<file path="config.mk">
export PLATFORM = sky130hd
export DESIGN_NAME = lmfr_regs
export DESIGN_NICKNAME = d
export VERILOG_FILES = /design/src/rtl/lmfr_pkg.sv /design/src/rtl/lmfr_regs.sv
export SDC_FILE = /design/constraint.sdc
export NUM_CORES = 1
export LEC_CHECK = 0
export ABC_AREA = 1
export BUFFER_PORTS_ARGS = -buffer_cell sky130_fd_sc_hd__buf_2
export CORE_MARGIN = 2
export CORE_UTILIZATION = 35
export CTS_CLUSTER_SIZE = 20
export DETAILED_ROUTE_END_ITERATION = 12
export HOLD_SLACK_MARGIN = 0.05
export SETUP_SLACK_MARGIN = 0.1
export SKIP_CTS_REPAIR_TIMING = 1
export SLEW_MARGIN = 25
export SYNTH_ARGS = -nofsm -noshare
export SYNTH_HDL_FRONTEND = slang
export SYNTH_SLANG_ARGS = --single-unit
export TNS_END_PERCENT = 10
</file>
<file path="constraint.sdc">
create_clock -name clk -period 4.8 [get_ports clk]
set_input_delay 0.24 -clock clk [delete_from_list [all_inputs] [get_ports clk]]
set_output_delay 0.24 -clock clk [all_outputs]
set_load 0.05 [all_outputs]
</file>
<file path="src/rtl/lmfr_pkg.sv">
package lmfr_pkg;
   // ****************************************
   // Register offsets
   // ****************************************
   localparam logic [7:0] OFF_LINK_CONFIG   = 8'h07;
   localparam logic [7:0] OFF_TIMEOUT_STATE = 8'h08;
   localparam logic [7:0] OFF_FORCE_CLOSED  = 8'h09;
   localparam logic [7:0] OFF_GROUP_ONE     = 8'h0a;
   localparam logic [7:0] OFF_GROUP_TWO     = 8'h0b;
   localparam logic [7:0] OFF_SOURCE_MASK   = 8'h0c;
   localparam logic [7:0] OFF_LAMP_MASK     = 8'h0d;
   localparam logic [7:0] OFF_DECODE_STATUS = 8'h0e;
   localparam logic [7:0] OFF_DECODE_CODES  = 8'h0f;
   localparam logic [7:0] OFF_GEN_STATUS    = 8'h10;
   localparam logic [7:0] OFF_LINK_STATUS   = 8'h11;
   // ****************************************
   // Field positions
   // ****************************************
   localparam int TMO_SEL_LSB   = 6;
   localparam int CLUSTER_ID_LSB = 0;
   localparam int OT_ACTION_BIT = 12;
   localparam int MSK_LINK_BIT  = 6;
   localparam int MSK_OPEN_BIT  = 4;
   localparam int MSK_SHORT_BIT = 3;
   localparam int MSK_PUMP_BIT  = 2;
   localparam int MSK_DEC_BIT   = 1;
   localparam int MSK_WARN_BIT  = 0;
   localparam int GS_CRC_BIT    = 10;
   localparam int GS_CFG_BIT    = 9;
   localparam int GS_DEC_BIT    = 8;
   localparam int GS_CLK_BIT    = 7;
   localparam int GS_LINK_BIT   = 6;
   localparam int GS_OPEN_BIT   = 4;
   localparam int GS_SHORT_BIT  = 3;
   localparam int GS_PUMP_BIT   = 2;
   localparam int GS_SHDN_BIT   = 1;
   localparam int GS_WARN_BIT   = 0;
   localparam int LS_WDOG_BIT   = 8;
   // ****************************************
   // Reset values and group codes
   // ****************************************
   localparam logic [5:0]  CLUSTER_ID_RESET = 6'h01;
   localparam logic [3:0]  TMO_OFF     = 4'h0;
   localparam logic [12:0] ZERO13      = 13'h0000;
   localparam logic [3:0]  GROUP_ONE_CODE = 4'h1;
   localparam logic [3:0]  GROUP_TWO_CODE = 4'h2;
   // ****************************************
   // Watchdog durations, microseconds, and cycles at 100 MHz
   // ****************************************
   localparam int CLK_MHZ = 100;
   localparam int WD_US [16] = '{0, 200, 500, 1000, 2000, 5000, 10000, 20000, 50000,
      100000, 200000, 500000, 1000000, 2000000, 5000000, 5000000};
   localparam int WD_CYC_PER_US = CLK_MHZ;
endpackage

</file>
<file path="src/rtl/lmfr_regs.sv">
`timescale 1ns/1ns
`default_nettype none
// Notes on behaviour
// RULE1 - Nonzero timeout select and no valid command in time sets watchdog flag.
// RULE2 - Watchdog flag drives fault low and applies timeout switch states.
// RULE3 - Timeout codes 1..15 map 200us up to 5s, last two both 5s.
// RULE4 - Cluster write accepted only when received ID matches stored ID, reset one.
// RULE5 - Timeout switch state bit per switch: 0 open, 1 closed.
// RULE6 - Forced-closed override bit holds that switch closed regardless of dimming.
// RULE7 - Group one members take group code 0001 writes and group one duty.
// RULE8 - Group two members take group code 0010 writes and group two duty.
// RULE9 - Thermal shutdown closes all switches if action 0, opens all if 1.
// RULE10 - Source mask bits block link, open, short, pump, decode, warning faults.
// RULE11 - Per-lamp mask keeps that lamp's open and short from fault output.
// RULE12 - Decode status shows done and over/under range flags, reset zero.
// RULE13 - Decoded codes: node number bits 7:4, grade code bits 3:0.
// RULE14 - Fault output asserted when any permitted unmasked status bit is high.
// RULE15 - Bit 10 flags memory CRC error, status only, no fault.
// RULE16 - Bit 9 high while switch configuration incomplete; host waits for low.
// RULE17 - Bit 8 high until grade read completes; asserts fault.
// RULE18 - Bit 7 set when outside clock selected and running too slow.
// RULE19 - Bit 6 is OR of link receive error flags.
// RULE20 - Bit 4 any lamp open, bit 3 any lamp short.
// RULE21 - Bit 2 high while charge pump below threshold.
// RULE22 - Shutdown and warning flags latch, clear by writing one.
// RULE23 - Watchdog flag at link status bit 8, cleared by writing one.
// RULE24 - Unused bits read zero, writes to them ignored.
module lmfr_regs
   import lmfr_pkg::*;
#(
   parameter int N_SW = 12
) (
   // Clock and reset
   input  wire logic            clk,
   input  wire logic            rst,
   // Register port from link engine
   input  wire logic            reg_wr,
   input  wire logic            reg_rd,
   input  wire logic [7:0]      reg_addr,
   input  wire logic [12:0]     reg_wdata,
   output logic      [12:0]     reg_rdata,
   // Link events
   input  wire logic            cmd_valid,
   input  wire logic            cluster_call,
   input  wire logic [5:0]      cluster_rx_id,
   output logic                 cluster_accept,
   input  wire logic [6:0]      link_rx_errors,
   // Group write qualification
   input  wire logic [3:0]      group_code,
   output logic      [N_SW-1:0] group_hit,
   output logic      [N_SW-1:0] set_one_members,
   output logic      [N_SW-1:0] set_two_members,
   // Switch control
   input  wire logic [N_SW-1:0] dim_switch_closed,
   output logic      [N_SW-1:0] switch_closed,
   // Analog status pins
   input  wire logic            heat_shutdown_evt,
   input  wire logic            heat_warning_evt,
   input  wire logic            pump_not_ready_pin,
   input  wire logic            outside_clock_slow_pin,
   input  wire logic [1:0]      clock_source_sel,
   input  wire logic            crc_error_pin,
   input  wire logic            config_busy,
   input  wire logic [4:0]      decode_status_in,
   input  wire logic            decode_incomplete_in,
   input  wire logic [3:0]      address_resistor,
   input  wire logic [3:0]      grade_code,
   input  wire logic [N_SW-1:0] per_lamp_open_flags,
   input  wire logic [N_SW-1:0] per_lamp_short_flags,
   // Outputs
   output logic      [3:0]      node_number,
   output logic                 fault_out_n
);
   // ****************************************
   // Pin synchronisers, three stages
   // ****************************************
   localparam int NSYNC = 5;
   logic [NSYNC-1:0] s1;
   logic [NSYNC-1:0] s2;
   logic [NSYNC-1:0] s3;
   logic [NSYNC-1:0] pin_q;
   always_ff @(posedge clk) begin
      if (rst) begin
         s1 <= '0;
         s2 <= '0;
         s3 <= '0;
         pin_q <= '0;
      end else begin
         s1 <= {heat_shutdown_evt, heat_warning_evt, pump_not_ready_pin,
                outside_clock_slow_pin, crc_error_pin};
         s2 <= s1;
         s3 <= s2;
         // Change accepted only once two stages agree
         for (int i = 0; i < NSYNC; i++) begin
            if (s2[i] == s3[i]) begin
               pin_q[i] <= s3[i];
            end
         end
      end
   end
   logic shdn_in;
   logic warn_in;
   logic pump_in;
   logic slow_in;
   logic crc_in;
   assign {shdn_in, warn_in, pump_in, slow_in, crc_in} = pin_q;

   // ****************************************
   // Configuration registers
   // ****************************************
   logic [3:0]      silence_timeout_sel;
   logic [5:0]      cluster_match_id;
   logic [N_SW-1:0] timeout_switch_state;
   logic [N_SW-1:0] force_bypass_closed;
   logic [N_SW-1:0] per_lamp_fault_mask;
   logic [12:0]     fault_source_mask;
   logic            wr_link;
   logic            wr_gen;
   assign wr_link = reg_wr && reg_addr == OFF_LINK_STATUS;
   assign wr_gen  = reg_wr && reg_addr == OFF_GEN_STATUS;

   always_ff @(posedge clk) begin
      if (rst) begin
         silence_timeout_sel  <= TMO_OFF;
         cluster_match_id     <= CLUSTER_ID_RESET;  // [RULE4]
         timeout_switch_state <= '0;
         force_bypass_closed  <= '0;
         set_one_members      <= '0;
         set_two_members      <= '0;
         per_lamp_fault_mask  <= '0;
         fault_source_mask    <= ZERO13;
      end else if (reg_wr) begin
         case (reg_addr)
            OFF_LINK_CONFIG: begin
               silence_timeout_sel <= reg_wdata[TMO_SEL_LSB+:4];
               cluster_match_id    <= reg_wdata[CLUSTER_ID_LSB+:6];
            end
            OFF_TIMEOUT_STATE: timeout_switch_state <= reg_wdata[N_SW-1:0];
            OFF_FORCE_CLOSED:  force_bypass_closed  <= reg_wdata[N_SW-1:0];
            OFF_GROUP_ONE:     set_one_members      <= reg_wdata[N_SW-1:0];
            OFF_GROUP_TWO:     set_two_members      <= reg_wdata[N_SW-1:0];
            OFF_LAMP_MASK:     per_lamp_fault_mask  <= reg_wdata[N_SW-1:0];
            // Only the documented mask bits and action bit are kept
            OFF_SOURCE_MASK: begin
               fault_source_mask <= reg_wdata & 13'h105f;  // [RULE24]
            end
            default: begin
            end
         endcase
      end
   end

   // ****************************************
   // Link watchdog
   // ****************************************
   logic [31:0] wd_count;
   logic        link_watchdog;
   logic [31:0] wd_limit;
   assign wd_limit = 32'(WD_US[silence_timeout_sel] * WD_CYC_PER_US);  // [RULE3]
   always_ff @(posedge clk) begin
      if (rst || cmd_valid || silence_timeout_sel == TMO_OFF) begin
         wd_count <= '0;
      end else if (wd_count < wd_limit) begin
         wd_count <= wd_count + 32'd1;
      end
   end
   // Set wins over clear in the same cycle
   always_ff @(posedge clk) begin
      if (rst) begin
         link_watchdog <= 1'b0;
      end else if (silence_timeout_sel != TMO_OFF && !cmd_valid
                   && wd_count + 32'd1 >= wd_limit) begin
         link_watchdog <= 1'b1;  // [RULE1]
      end else if (wr_link && reg_wdata[LS_WDOG_BIT]) begin
         link_watchdog <= 1'b0;  // [RULE23]
      end
   end

   // ****************************************
   // Cluster match and group hits
   // ****************************************
   always_ff @(posedge clk) begin
      if (rst) begin
         cluster_accept <= 1'b0;
         group_hit      <= '0;
      end else begin
         cluster_accept <= cluster_call && cluster_rx_id == cluster_match_id;  // [RULE4]
         group_hit <= ({N_SW{group_code == GROUP_ONE_CODE}} & set_one_members)   // [RULE7]
                    | ({N_SW{group_code == GROUP_TWO_CODE}} & set_two_members);  // [RULE8]
      end
   end

   // ****************************************
   // Latched thermal flags
   // ****************************************
   logic heat_shutdown;
   logic heat_warning;
   always_ff @(posedge clk) begin
      if (rst) begin
         heat_shutdown <= 1'b0;
         heat_warning  <= 1'b0;
      end else begin
         if (shdn_in) begin
            heat_shutdown <= 1'b1;  // [RULE22]
         end else if (wr_gen && reg_wdata[GS_SHDN_BIT]) begin
            heat_shutdown <= 1'b0;
         end
         if (warn_in) begin
            heat_warning <= 1'b1;  // [RULE22]
         end else if (wr_gen && reg_wdata[GS_WARN_BIT]) begin
            heat_warning <= 1'b0;
         end
      end
   end

   // ****************************************
   // Status composition
   // ****************************************
   logic [N_SW-1:0] lamp_open_m;
   logic [N_SW-1:0] lamp_short_m;
   logic            lamp_open_any;
   logic            lamp_short_any;
   logic            link_error;
   logic            outside_clock_slow;
   logic [12:0]     gen_status;
   assign lamp_open_any  = |per_lamp_open_flags;  // [RULE20]
   assign lamp_short_any = |per_lamp_short_flags;  // [RULE20]
   assign link_error     = |link_rx_errors;  // [RULE19]
   assign outside_clock_slow = clock_source_sel[1] && slow_in;  // [RULE18]
   assign lamp_open_m  = per_lamp_open_flags & ~per_lamp_fault_mask;  // [RULE11]
   assign lamp_short_m = per_lamp_short_flags & ~per_lamp_fault_mask;  // [RULE11]
   always_comb begin
      gen_status = '0;
      gen_status[GS_CRC_BIT]   = crc_in;  // [RULE15]
      gen_status[GS_CFG_BIT]   = config_busy;  // [RULE16]
      gen_status[GS_DEC_BIT]   = decode_incomplete_in;  // [RULE17]
      gen_status[GS_CLK_BIT]   = outside_clock_slow;
      gen_status[GS_LINK_BIT]  = link_error;
      gen_status[GS_OPEN_BIT]  = lamp_open_any;
      gen_status[GS_SHORT_BIT] = lamp_short_any;
      gen_status[GS_PUMP_BIT]  = pump_in;  // [RULE21]
      gen_status[GS_SHDN_BIT]  = heat_shutdown;
      gen_status[GS_WARN_BIT]  = heat_warning;
   end

   // ****************************************
   // Fault output; crc and config bits excluded
   // ****************************************
   logic fault_any;
   assign fault_any = link_watchdog  // [RULE2]
      || (decode_incomplete_in && !fault_source_mask[MSK_DEC_BIT])  // [RULE17]
      || outside_clock_slow  // [RULE14]
      || (link_error && !fault_source_mask[MSK_LINK_BIT])  // [RULE10]
      || (|lamp_open_m && !fault_source_mask[MSK_OPEN_BIT])
      || (|lamp_short_m && !fault_source_mask[MSK_SHORT_BIT])
      || (pump_in && !fault_source_mask[MSK_PUMP_BIT])
      || heat_shutdown
      || (heat_warning && !fault_source_mask[MSK_WARN_BIT]);
   always_ff @(posedge clk) begin
      if (rst) begin
         fault_out_n <= 1'b1;
      end else begin
         fault_out_n <= !fault_any;  // [RULE14]
      end
   end

   // ****************************************
   // Switch drive, priority: shutdown, watchdog, override, dimming
   // ****************************************
   always_ff @(posedge clk) begin
      if (rst) begin
         switch_closed <= '1;
      end else if (heat_shutdown) begin
         switch_closed <= {N_SW{!fault_source_mask[OT_ACTION_BIT]}};  // [RULE9]
      end else if (link_watchdog) begin
         switch_closed <= timeout_switch_state;  // [RULE2] [RULE5]
      end else begin
         switch_closed <= dim_switch_closed | force_bypass_closed;  // [RULE6]
      end
   end

   always_ff @(posedge clk) begin
      if (rst) begin
         node_number <= '0;
      end else begin
         node_number <= address_resistor;  // [RULE13]
      end
   end

   // ****************************************
   // Read mux, unused bits zero
   // ****************************************
   always_ff @(posedge clk) begin
      if (rst) begin
         reg_rdata <= '0;
      end else if (reg_rd) begin
         case (reg_addr)
            OFF_LINK_CONFIG:   reg_rdata <= {3'h0, silence_timeout_sel, cluster_match_id};
            OFF_TIMEOUT_STATE: reg_rdata <= {1'b0, timeout_switch_state};
            OFF_FORCE_CLOSED:  reg_rdata <= {1'b0, force_bypass_closed};
            OFF_GROUP_ONE:     reg_rdata <= {1'b0, set_one_members};
            OFF_GROUP_TWO:     reg_rdata <= {1'b0, set_two_members};
            OFF_SOURCE_MASK:   reg_rdata <= fault_source_mask;
            OFF_LAMP_MASK:     reg_rdata <= {1'b0, per_lamp_fault_mask};
            OFF_DECODE_STATUS: reg_rdata <= {8'h00, decode_status_in};  // [RULE12]
            OFF_DECODE_CODES:  reg_rdata <= {5'h00, address_resistor, grade_code};  // [RULE13]
            OFF_GEN_STATUS:    reg_rdata <= gen_status;
            OFF_LINK_STATUS:   reg_rdata <= {4'h0, link_watchdog, 8'h00};
            default:           reg_rdata <= '0;  // [RULE24]
         endcase
      end
   end

   // ****************************************
   // Checks
   // ****************************************
   property p_wd_fault;
      @(posedge clk) disable iff (rst) link_watchdog |=> !fault_out_n;
   endproperty
   a_wd_fault: assert property (p_wd_fault) else $error("watchdog without fault");  // [RULE2]
   property p_wd_off;
      @(posedge clk) disable iff (rst)
         (silence_timeout_sel == TMO_OFF && !link_watchdog) |=> !link_watchdog;
   endproperty
   a_wd_off: assert property (p_wd_off) else $error("disabled watchdog fired");  // [RULE1]
   property p_shdn_sw;
      @(posedge clk) disable iff (rst)
         heat_shutdown |=> switch_closed == {N_SW{!$past(fault_source_mask[OT_ACTION_BIT])}};
   endproperty
   a_shdn_sw: assert property (p_shdn_sw) else $error("shutdown switch state wrong");  // [RULE9]
   property p_override;
      @(posedge clk) disable iff (rst)
         (!heat_shutdown && !link_watchdog) |=>
            ((switch_closed & $past(force_bypass_closed)) == $past(force_bypass_closed));
   endproperty
   a_override: assert property (p_override) else $error("override not closed");  // [RULE6]
   property p_cluster;
      @(posedge clk) disable iff (rst)
         (cluster_call && cluster_rx_id != cluster_match_id) |=> !cluster_accept;
   endproperty
   a_cluster: assert property (p_cluster) else $error("cluster mismatch accepted");  // [RULE4]
   property p_warn_latch;
      @(posedge clk) disable iff (rst)
         (heat_warning && !(wr_gen && reg_wdata[GS_WARN_BIT])) |=> heat_warning;
   endproperty
   a_warn_latch: assert property (p_warn_latch) else $error("warning lost");  // [RULE22]
   property p_crc_quiet;
      @(posedge clk) disable iff (rst)
         (!fault_any && $rose(crc_in)) |=> fault_out_n;
   endproperty
   a_crc_quiet: assert property (p_crc_quiet) else $error("crc drove fault");  // [RULE15]
   property p_dec_fault;
      @(posedge clk) disable iff (rst)
         (decode_incomplete_in && !fault_source_mask[MSK_DEC_BIT]) |=> !fault_out_n;
   endproperty
   a_dec_fault: assert property (p_dec_fault) else $error("decode fault missing");  // [RULE17]
   property p_slow_fault;
      @(posedge clk) disable iff (rst)
         (slow_in && clock_source_sel[1]) |=> !fault_out_n;
   endproperty
   a_slow_fault: assert property (p_slow_fault) else $error("slow clock quiet");  // [RULE18]
   property p_wd_state;
      @(posedge clk) disable iff (rst)
         (link_watchdog && !heat_shutdown) |=> switch_closed == $past(timeout_switch_state);
   endproperty
   a_wd_state: assert property (p_wd_state) else $error("wd state not applied");  // [RULE5]
   property p_group_one;
      @(posedge clk) disable iff (rst)
         (group_code == GROUP_ONE_CODE) |=> group_hit == $past(set_one_members);
   endproperty
   a_group_one: assert property (p_group_one) else $error("group one hit wrong");  // [RULE7]
endmodule
`default_nettype wire

</file>
# After elaboration in Yosys (flattened, before gate mapping)
# Memory sizes are Yosys's and may differ from the RTL's.
# Index checks and enable logic that the tools add are counted.
[op_classes]
addsub = 1
n_mul = 1
n_lt_le_gt_ge = 3
eq_ne = 19
n_mux = 11
bitwise_logic = 8
reduce_logical = 51
[op_table]
columns = ["operator", "n"]
rows = [
  ["13-bit case mux with 11 select lines", 1],
  ["8-bit by 4-bit equality test with 1-bit output (second input constant)", 8],
  ["32-bit two-way mux", 2],
  ["12-bit bitwise AND", 4],
  ["12-bit OR reduction", 4],
  ["32-bit by 1-bit adder with 32-bit output (second input constant)", 1],
  ["32-bit greater-or-equal comparator", 1],
  ["32-bit < comparator", 1],
  ["32-bit by 6-bit multiplier with 30-bit output (second input constant)", 1],
  ["12-bit two-way mux", 2],
  ["12-bit OR", 2],
  ["8-bit by 5-bit equality test with 1-bit output (second input constant)", 2],
  ["1-bit logical AND", 15],
  ["2-bit AND reduction", 7],
  ["12-bit NOT", 1],
  ["1-bit logical OR", 10],
  ["1-bit zero test", 9],
  ["8-bit by 3-bit equality test with 1-bit output (second input constant)", 1],
  ["7-bit OR reduction", 1],
  ["6-bit equality test", 1],
  ["1-bit two-way mux", 6],
  ["2-bit nonzero test", 3],
  ["1-bit equality test", 5],
  ["5-bit greater-or-equal comparator (second input constant)", 1],
  ["5 further kinds", 5],
]
[word_totals]
reg_bits = 175
rom_bits = 512
inputBits = 102
word_cells = 121
mem_count = 1
[memory_table]
columns = ["memory", "words", "word_bits", "read_ports", "rd_ports_with_merged_regs", "write_ports", "line", "source"]
rows = [
  ["(no name shown)", 16, 32, 1, 0, 0, "lmfr_regs.sv:159", "assign wd_limit = 32'(WD_US[silence_timeout_sel] * WD_CYC_PER_US);"],
]

# Depth between registers and ports, before layout
# Gate-level depths: netlist (run 1).
[depth]
word_depth = 11
ltp_mapped = 35
ltp_nobuf = 35

# Least setup slack after synthesis (run 1)
# OpenSTA, ideal clock, no wires.
[synth_path]
path_kind = "register -> register"
start = "register silence_timeout_sel[2]"
end = "register wd_count[16]"
arrival_ns = 4.981
slack_ns = -0.296
stages_incl_launch_ff = 32
path_buffers = 3
period_less_slack_ns = 5.096
path_cell_list = "dfxtp_1 -> buf_2 -> buf_1 -> nand2_1 -> nor2_1 -> a21oi_1 -> or2_2 -> fa_1 -> inv_1 -> ha_1 -> inv_1 -> fa_1 -> o21ai_2 -> nand2_1 -> nand2_2 -> nand2_1 -> nand2_1 -> nand3_1 -> nand2_1 -> a21oi_1 -> nor2_1 -> nor2_1 -> ha_1 -> nor3b_1 -> nand2_1 -> nor2_2 -> nand2_1 -> nor2_2 -> nor2_8 -> buf_4 -> a21oi_1 -> nor2_1"
[synth_via]
elab_chain_len = 6
word_cells_on_any_way = 8
[synth_lines]
columns = ["item", "line", "source"]
rows = [
  ["from (decl)", "lmfr_regs.sv:111", "logic [3:0] silence_timeout_sel;"],
  ["from (signal assigned)", "lmfr_regs.sv:135", "silence_timeout_sel <= reg_wdata[TMO_SEL_LSB+:4];"],
  ["4-bit NOT with 5-bit output (not written as such)", "lmfr_regs.sv:159", ""],
  ["memory read 16 x 32 bit", "--", ""],
  ["32-bit two-way mux (not written as such) (2 in series)", "lmfr_regs.sv:159", ""],
  ["32-bit by 6-bit multiplier with 30-bit output", "lmfr_regs.sv:159", ""],
  ["32-bit < comparator", "lmfr_regs.sv:163", "end else if (wd_count < wd_limit) begin"],
  ["to (signal assigned)", "lmfr_regs.sv:164", "wd_count <= wd_count + 32'd1;"],
  ["to (decl)", "lmfr_regs.sv:156", "logic [31:0] wd_count;"],
]
# Several ways; a longest one is shown, not always the timed one. The select of a mux whose other input is x is not followed.
# A chain may end at the register's enable or synchronous reset.

# Worst setup path after layout (run 1)
[layout_path]
start = "register silence_timeout_sel[1]"
end = "register wd_count[19]"
# The elaborated chain is that of the path after synthesis.

==> summary.md, run 1 <==
| Metric | Value |
|---|---|
| Outcome | finished with violations |
| Failing checks | setup timing |
| First-pass GRT wire length | between 60,000 and 70,000 um |
| Die X | 187 um |
| Clock slew at reported path FFs | roughly 0.080 ns |
| CP delay by family, top | simple AND/OR/NAND/NOR gates |
| Setup Skew | about 0.016 ns |
| Later-pin clock latency in the skew report | 0.45 ns |
| Synth unique cells | 53 |
| Place WS | -0.372 ns |
| CP max FO | 7 |
| Synth top area share | approximately 30% |
| Area growth from synthesis to layout | 30.5% |
| CP required | about 5.1 ns |
| Post-synth ARST share | 0% |
| Die Y | roughly 190 um |
| Final ANT Viol Nets | 0 |
| Leak Pwr | 7.19 nW |
| Vias in the first global route | approximately 12k |
| Largest net degree at the start of global routing | 58 |
| Crit path max-delay cell type | dfxtp_4 |
| Share of layout cells above drive strength 1 | 24.3% |
| Crit start category | flip-flop |
| Synth Instances | 1,652 |
| Unrepaired setup endpoints after global routing | true |
| Initial Utilization | ~36% |
| Synth warnings | 0 |
| Average cell area after synthesis | 7.08 um2 |
| Most Frequent Cell on Critical Path | nand2_2 |
| Worst Path Buf+Inv | 5 |
| R2r worst-path depth | 33 |
| Bufs on Longest Clock Path | 2 |
| CTS Buf Count | 17 |
| Clock sinks | between 150 and 200 |
| Routability Congestion | ~0.94 |
| Clock tree from TritonCTS | yes |
| Row count | 66 |
| CP max stage delay | about 0.4 ns |
| Overflow after GRT | 0 |
| Largest Register | wd_count |
| Max_slew headroom | 33.0% |
| Max reg flops | 32 |
| DP HPWL | between 20,000 and 30,000 um |
| Total of max-cap violations | 0 |
| DRT iter0 DRCs | ~980 |
| Period utilisation layout | 107% |
| Top flop regs | wd_count (32), reg_rdata (13) |
| Critical path depth in cells | 33 |
| H-tree Lvls | 4 |
| Initial antenna violation count | 4 |
| Synth area leader | dfxtp_1 |
| Max-slew violation count | 0 |
| Total core area | around 33,000 um2 |
| Routed via count | 12.2k |
| Worst Setup Path Type | flip-flop to flip-flop |
| Net Count, Synth | approximately 1.9k |
| TritonRoute pass-1 iters | 6 |
| Top FF cell, synth | dfxtp_1 |
| IO Pins | approximately 170 |
| Sequential share of the synthesized area | 29.9% |
| Clk root buf | clkbuf_16 |
| EDFF count, synth | 0 |
| Worst Hold Depth | 3 |
| Die area | approximately 35,000 um2 |
| Worst Hold Class | input port to flip-flop |
| FMAX | about 0.20 GHz |
| Mapped Area | roughly 12,000 um2 |
| Gr usage total | 21.4% |
| Setup crit end kind | flip-flop |
| IO buf count | between 150 and 200 |
| Drt total wl | around 39,000 um |
| Final setup viols | 32 |
| Tmin final | 5.12 ns |
| DR vias/cell | slightly above 5 |
| Largest cells by area after synthesis | dfxtp_1, ha_1, nand2_1 |
| Final net count | approximately 2.2k |
| Final worst slack | -0.324 ns |
| Worst vdd ir | 0.000238 V |
| Synth Register Bits | around 180 |
| Worst Tran Pin Value | ~1 ns |
| Setup tns final | -8.03 ns |
| Final Hold Fails | 0 |
| Pwr dens | 211 nW/um2 |
| DRC | 0 |
| Drt wl/cell | ~16 um |
| Crit path DAT | roughly 5.5 ns |
## path summary, 6_finish.rpt
path,end,slack (ns),startpoint
max reg2reg,wd_count[19],-0.32,silence_timeout_sel[1]
max,wd_count[19],-0.32,silence_timeout_sel[1]
min,fault_source_mask[12],0.05,reg_wdata[12]
min reg2reg,s2[0],0.41,s1[0]
## cells in the mapped netlist (10+ instances only)
cell      instances
nor4_1           10
nand3_1          74
a221oi_1         29
nor2_1          170
xor2_1           31
nand2_2          12
clkbuf_1         35
dfxtp_1         175
nand3b_1         14
xnor2_1          16
fa_1             13
inv_1           240
a21oi_1         165
o22ai_1          36
nand4_1          19
o21ai_0         101
ha_1            116
nand2_1         277
nor3_1           20
## per-stage QoR
stage / hold slack [ns] / total power, mW / util [%] / cells / cell area [um2]
2_1_floorplan: 0.347 / 1.69 / - / 1652 / 11800
3_3_place_gp: 0.396 / 1.79 / 42.7 / 2340 / 14000
3_5_place_dp: 0.397 / 1.80 / 42.7 / 2340 / 14000
4_1_cts: -0.0112 / 3.22 / 44.5 / 2372 / 14600
5_1_grt: 0.0556 / 3.34 / 46.7 / 2395 / 15300
6_report: 0.0544 / 3.23 / 46.7 / 2396 / 15300
## power breakdown
part	switching (mW)	leakage (nW)	total, mW	internal (mW)
Sequential	0.00615	1.42	1.47	1.46
Clock	0.681	0.290	1.44	0.756
Combinational	0.200	5.48	0.319	0.119
Total	0.887	7.19	3.23	2.34
## routing by layer
metal | up-vias | share of wire [%] | global-route usage [%]
met5 | - | 0.10 | 0
met2 | 373 | 47 | 35.5
li1 | 6109 | - | -
met3 | 56 | 6.0 | 4.22
met4 | 6 | 2.7 | 7.23
met1 | 5619 | 44 | 27.7
## final cells by class
cell class	instances	area (um2)
multi-input combinational	1176	7570
clock inverter	12	143
inverter	245	935
fill	3275	17400
tap	442	553
sequential	175	3510
timing repair buffer	325	2110
antenna	1	2.50
clock buffer	20	447
## placed cells by master (no fill, tap or decap), types with 10 or more instances in the layout
cell,count
a21oi_1,149
a21oi_2,16
a221oi_1,26
buf_2,168
buf_4,135
buf_6,12
clkbuf_16,17
dfxtp_1,171
fa_1,12
ha_1,95
ha_4,18
inv_1,233
nand2_1,267
nand2_2,19
nand3_1,71
nand3b_1,14
nand4_1,19
nor2_1,154
nor2_2,16
nor3_1,20
nor4_1,10
o21ai_0,100
o22ai_1,35
xnor2_1,14
xor2_1,31
## kinds of logic (layout without fill, tap and decap cells)
family	Yosys count	count (layout)	synth area share, %
flip-flops	175	175	29.9
adder cells (fa/ha/maj)	129	129	14.6
AND/OR/NAND/NOR	619	620	23.0
other	0	1	0
XOR/XNOR	47	47	3.52
buffers and inverters	302	602	10.2
AO/OA/AOI/OAI	380	380	18.8
## worst min-delay path: stages
cell and delay, ns:
buf_2 0.09, nor3_1 0.05, nor2_1 0.08
(Power assumes the default switching activity.)
==> inputs of run 2 (changes only) <==
Settings changed: REMOVE_ABC_BUFFERS set to 1.
==> run 2 against run 1 <==
  * The run still ends with setup timing left
  * Via count rose by 2.4%
  * Total power fell by 2.2%
  * Clock-buffer cell count rose by 1
  * Wire length rose by 2.3%
  * Clock power fell by 5%
  * Fmax fell by 1.6%
  * Critical path type unchanged
  * Highest routed layer unchanged
==> summary.md, run 2 (synthesis gave the netlist of run 1 again) <==
| Metric | Value |
|---|---|
| Crit path DAT | 5.55 ns (+0.10 ns) |
| Worst Tran Pin Value | 0.933 ns (-0.0640 ns) |
| Period utilisation layout | 108% (+1.7 points) |
| Crit path max-delay cell type | fa_1 |
| DP HPWL | 30,000 um (+0.43%) |
| CP max FO | 6 (-1) |
| Routability Congestion | 0.945 (+0.86%) |
| Top flop regs | wd_count (32), reg_rdata (13) |
| Most Frequent Cell on Critical Path | nand2_2 |
| Setup crit end kind | flip-flop |
| Initial antenna violation count | 4 (unchanged) |
| Row count | 66 (unchanged) |
| Pwr dens | 204 nW/um2 (-3.3%) |
| Crit start category | flip-flop |
| Ant diodes | 0 (-1) |
| Hold slack | 0.0383 ns (-0.0162 ns) |
| Vias in the first global route | 11.5k (-0.30%) |
| TritonRoute pass-1 iters | 5 (-1) |
| Non-Filler Instances | 2,410 (+0.58%) |
| Final ANT Viol Nets | 0 (unchanged) |
| FMAX | 0.192 GHz (-1.6%) |
| Area growth from synthesis to layout | 31.9% |
| Total of max-cap violations | 0 (unchanged) |
| Most frequent cells in the layout | nand2_1, inv_1, dfxtp_1 |
| Clock sinks | 175 (unchanged) |
| Die X | 187 um (unchanged) |
| Share of layout cells above drive strength 1 | 25.4% (+1.1 points) |
| Largest net degree at the start of global routing | 76 (+31%) |
| Gr usage total | 21.5% (+0.084 points) |
| DRC | 0 (unchanged) |
| Filler instances | 3,309 (+1.0%) |
| Outcome | finished with violations |
| First-pass GRT wire length | 60,300 um (about the same) |
| DRT iter0 DRCs | 906 (-7.7%) |
| Max_slew headroom | 37.4% (+4.4 points) |
| Routed via count | 12.5k (+2.4%) |
| Worst Setup Path Type | flip-flop to flip-flop |
| Setup Skew | 0.0179 ns (+0.00140 ns) |
| Die area | 34,900 um2 (unchanged) |
| Overflow after GRT | 0 (unchanged) |
| Final worst slack | -0.407 ns (-0.0821 ns) |
| Drt wl/cell | 16.4 um (+1.7%) |
| Max reg flops | 32 (unchanged) |
| Final setup viols | 32 (unchanged) |
| Dpl cells | 2,349 (+0.38%) |
| Bufs on Longest Clock Path | 2 (unchanged) |
| Initial Utilization | 35.8% (unchanged) |
| DR vias/cell | 5.17 (+1.8%) |
| Power Total | 3.16 mW (-2.2%) |
| Leading cell type in the layout, fill and taps excluded | nand2_1 |
| Final net count | 2,186 (+0.69%) |
| Tmin final | 5.21 ns (+0.0821 ns) |
| CTS Buf Count | 17 (unchanged) |
| Final Hold Fails | 0 (unchanged) |
| IO Pins | 169 (unchanged) |
| Unrepaired setup endpoints after global routing | true |
| Total core area | 32,700 um2 (unchanged) |
| Area of the multi-input gates | 7670 um2 (+1.3%) |
| Worst Path Buf+Inv | 8 (+3) |
| Clk root buf | clkbuf_16 |
| Clock slew at reported path FFs | 0.06 ns (-0.02 ns) |
| Flip-flop and latch area | 3510 um2 (about the same) |
| H-tree Lvls | 4 (unchanged) |
| Later-pin clock latency in the skew report | 0.46 ns (about the same) |
| Drt total wl | 39,400 um (+2.3%) |
| Max-slew violation count | 0 (unchanged) |
| Clock tree from TritonCTS | yes |
| CP delay by family, top | simple AND/OR/NAND/NOR gates |
| IO buf count | 167 (unchanged) |
| CP max stage delay | 0.49 ns (+0.09 ns) |
| CP required | 5.14 ns (+0.02 ns) |
| Die Y | 187 um (unchanged) |
| Leak Pwr | 7.22 nW (+0.43%) |
| Worst vdd ir | 0.000269 V (+13%) |
| Worst Hold Class | input port to flip-flop |
| Largest Register | wd_count |
| Failing checks | setup timing |
run 2: changes by cell type in the layout (fill, tap and decap cells not counted), sizes merged:
| cell | before | now |
|---|---|---|
| clkbuf | 20 | 23 |
| inv | 249 | 245 |
| diode | 1 | 0 |
| clkinv | 7 | 9 |
| clkinvlp | 0 | 1 |
| buf | 317 | 329 |
| nor2 | 179 | 180 |
run 2: path summary, 6_finish.rpt:
check | to | start | slack (ns) | cells after the start
hold / removal | s1[0] | crc_error_pin | 0.04 | 3
setup / recovery | wd_count[14] | silence_timeout_sel[0] | -0.41 | 34
setup reg to reg | wd_count[14] | silence_timeout_sel[0] | -0.41 | 34
hold reg to reg | s2[1] | s1[1] | 0.40 | 2
run 2: power by group:
group | leakage [nW] | internal [mW] | total, mW | switching (mW)
logic | 5.52 | 0.116 | 0.315 | 0.199
clock network | 0.280 | 0.747 | 1.37 | 0.623
registers | 1.42 | 1.46 | 1.47 | 0.00564
run 2: layer usage:
metal / vias to the layer above / global-route usage (%) / routed length, um
li1: 6134 / - / -
met1: 5783 / 27.7 / 16900
met2: 458 / 35.6 / 18700
met3: 77 / 4.47 / 2750
met4: 8 / 7.33 / 1020
met5: - / 0 / 63
run 2: cell type report:
cell class              count  area share (%)
clock buffers              21            2.98
well taps                 442            3.58
inverters                 245            6.05
clock inverters            11           0.673
repair buffers            339            14.3
multi-input cells        1177            49.7
flip-flops and latches    175            22.8
run 2: worst min-delay path, stage by stage:
cell and delay (ns):
buf_2 0.10, inv_1 0.05, nor2_1 0.04
run 2: through the flow:
stage	area (um2)	TNS [ns]	setup slack, ns	utilization [%]
final	15400	-11.39	-0.407	47.2
after CTS	14500	-25.75	-0.876	44.3
after global routing	15400	-19.50	-0.663	47.2
after detailed placement	13900	-24.78	-0.842	42.6
after global placement	13900	-22.45	-0.762	42.6
after floorplan	11400	-17.35	-0.665	-
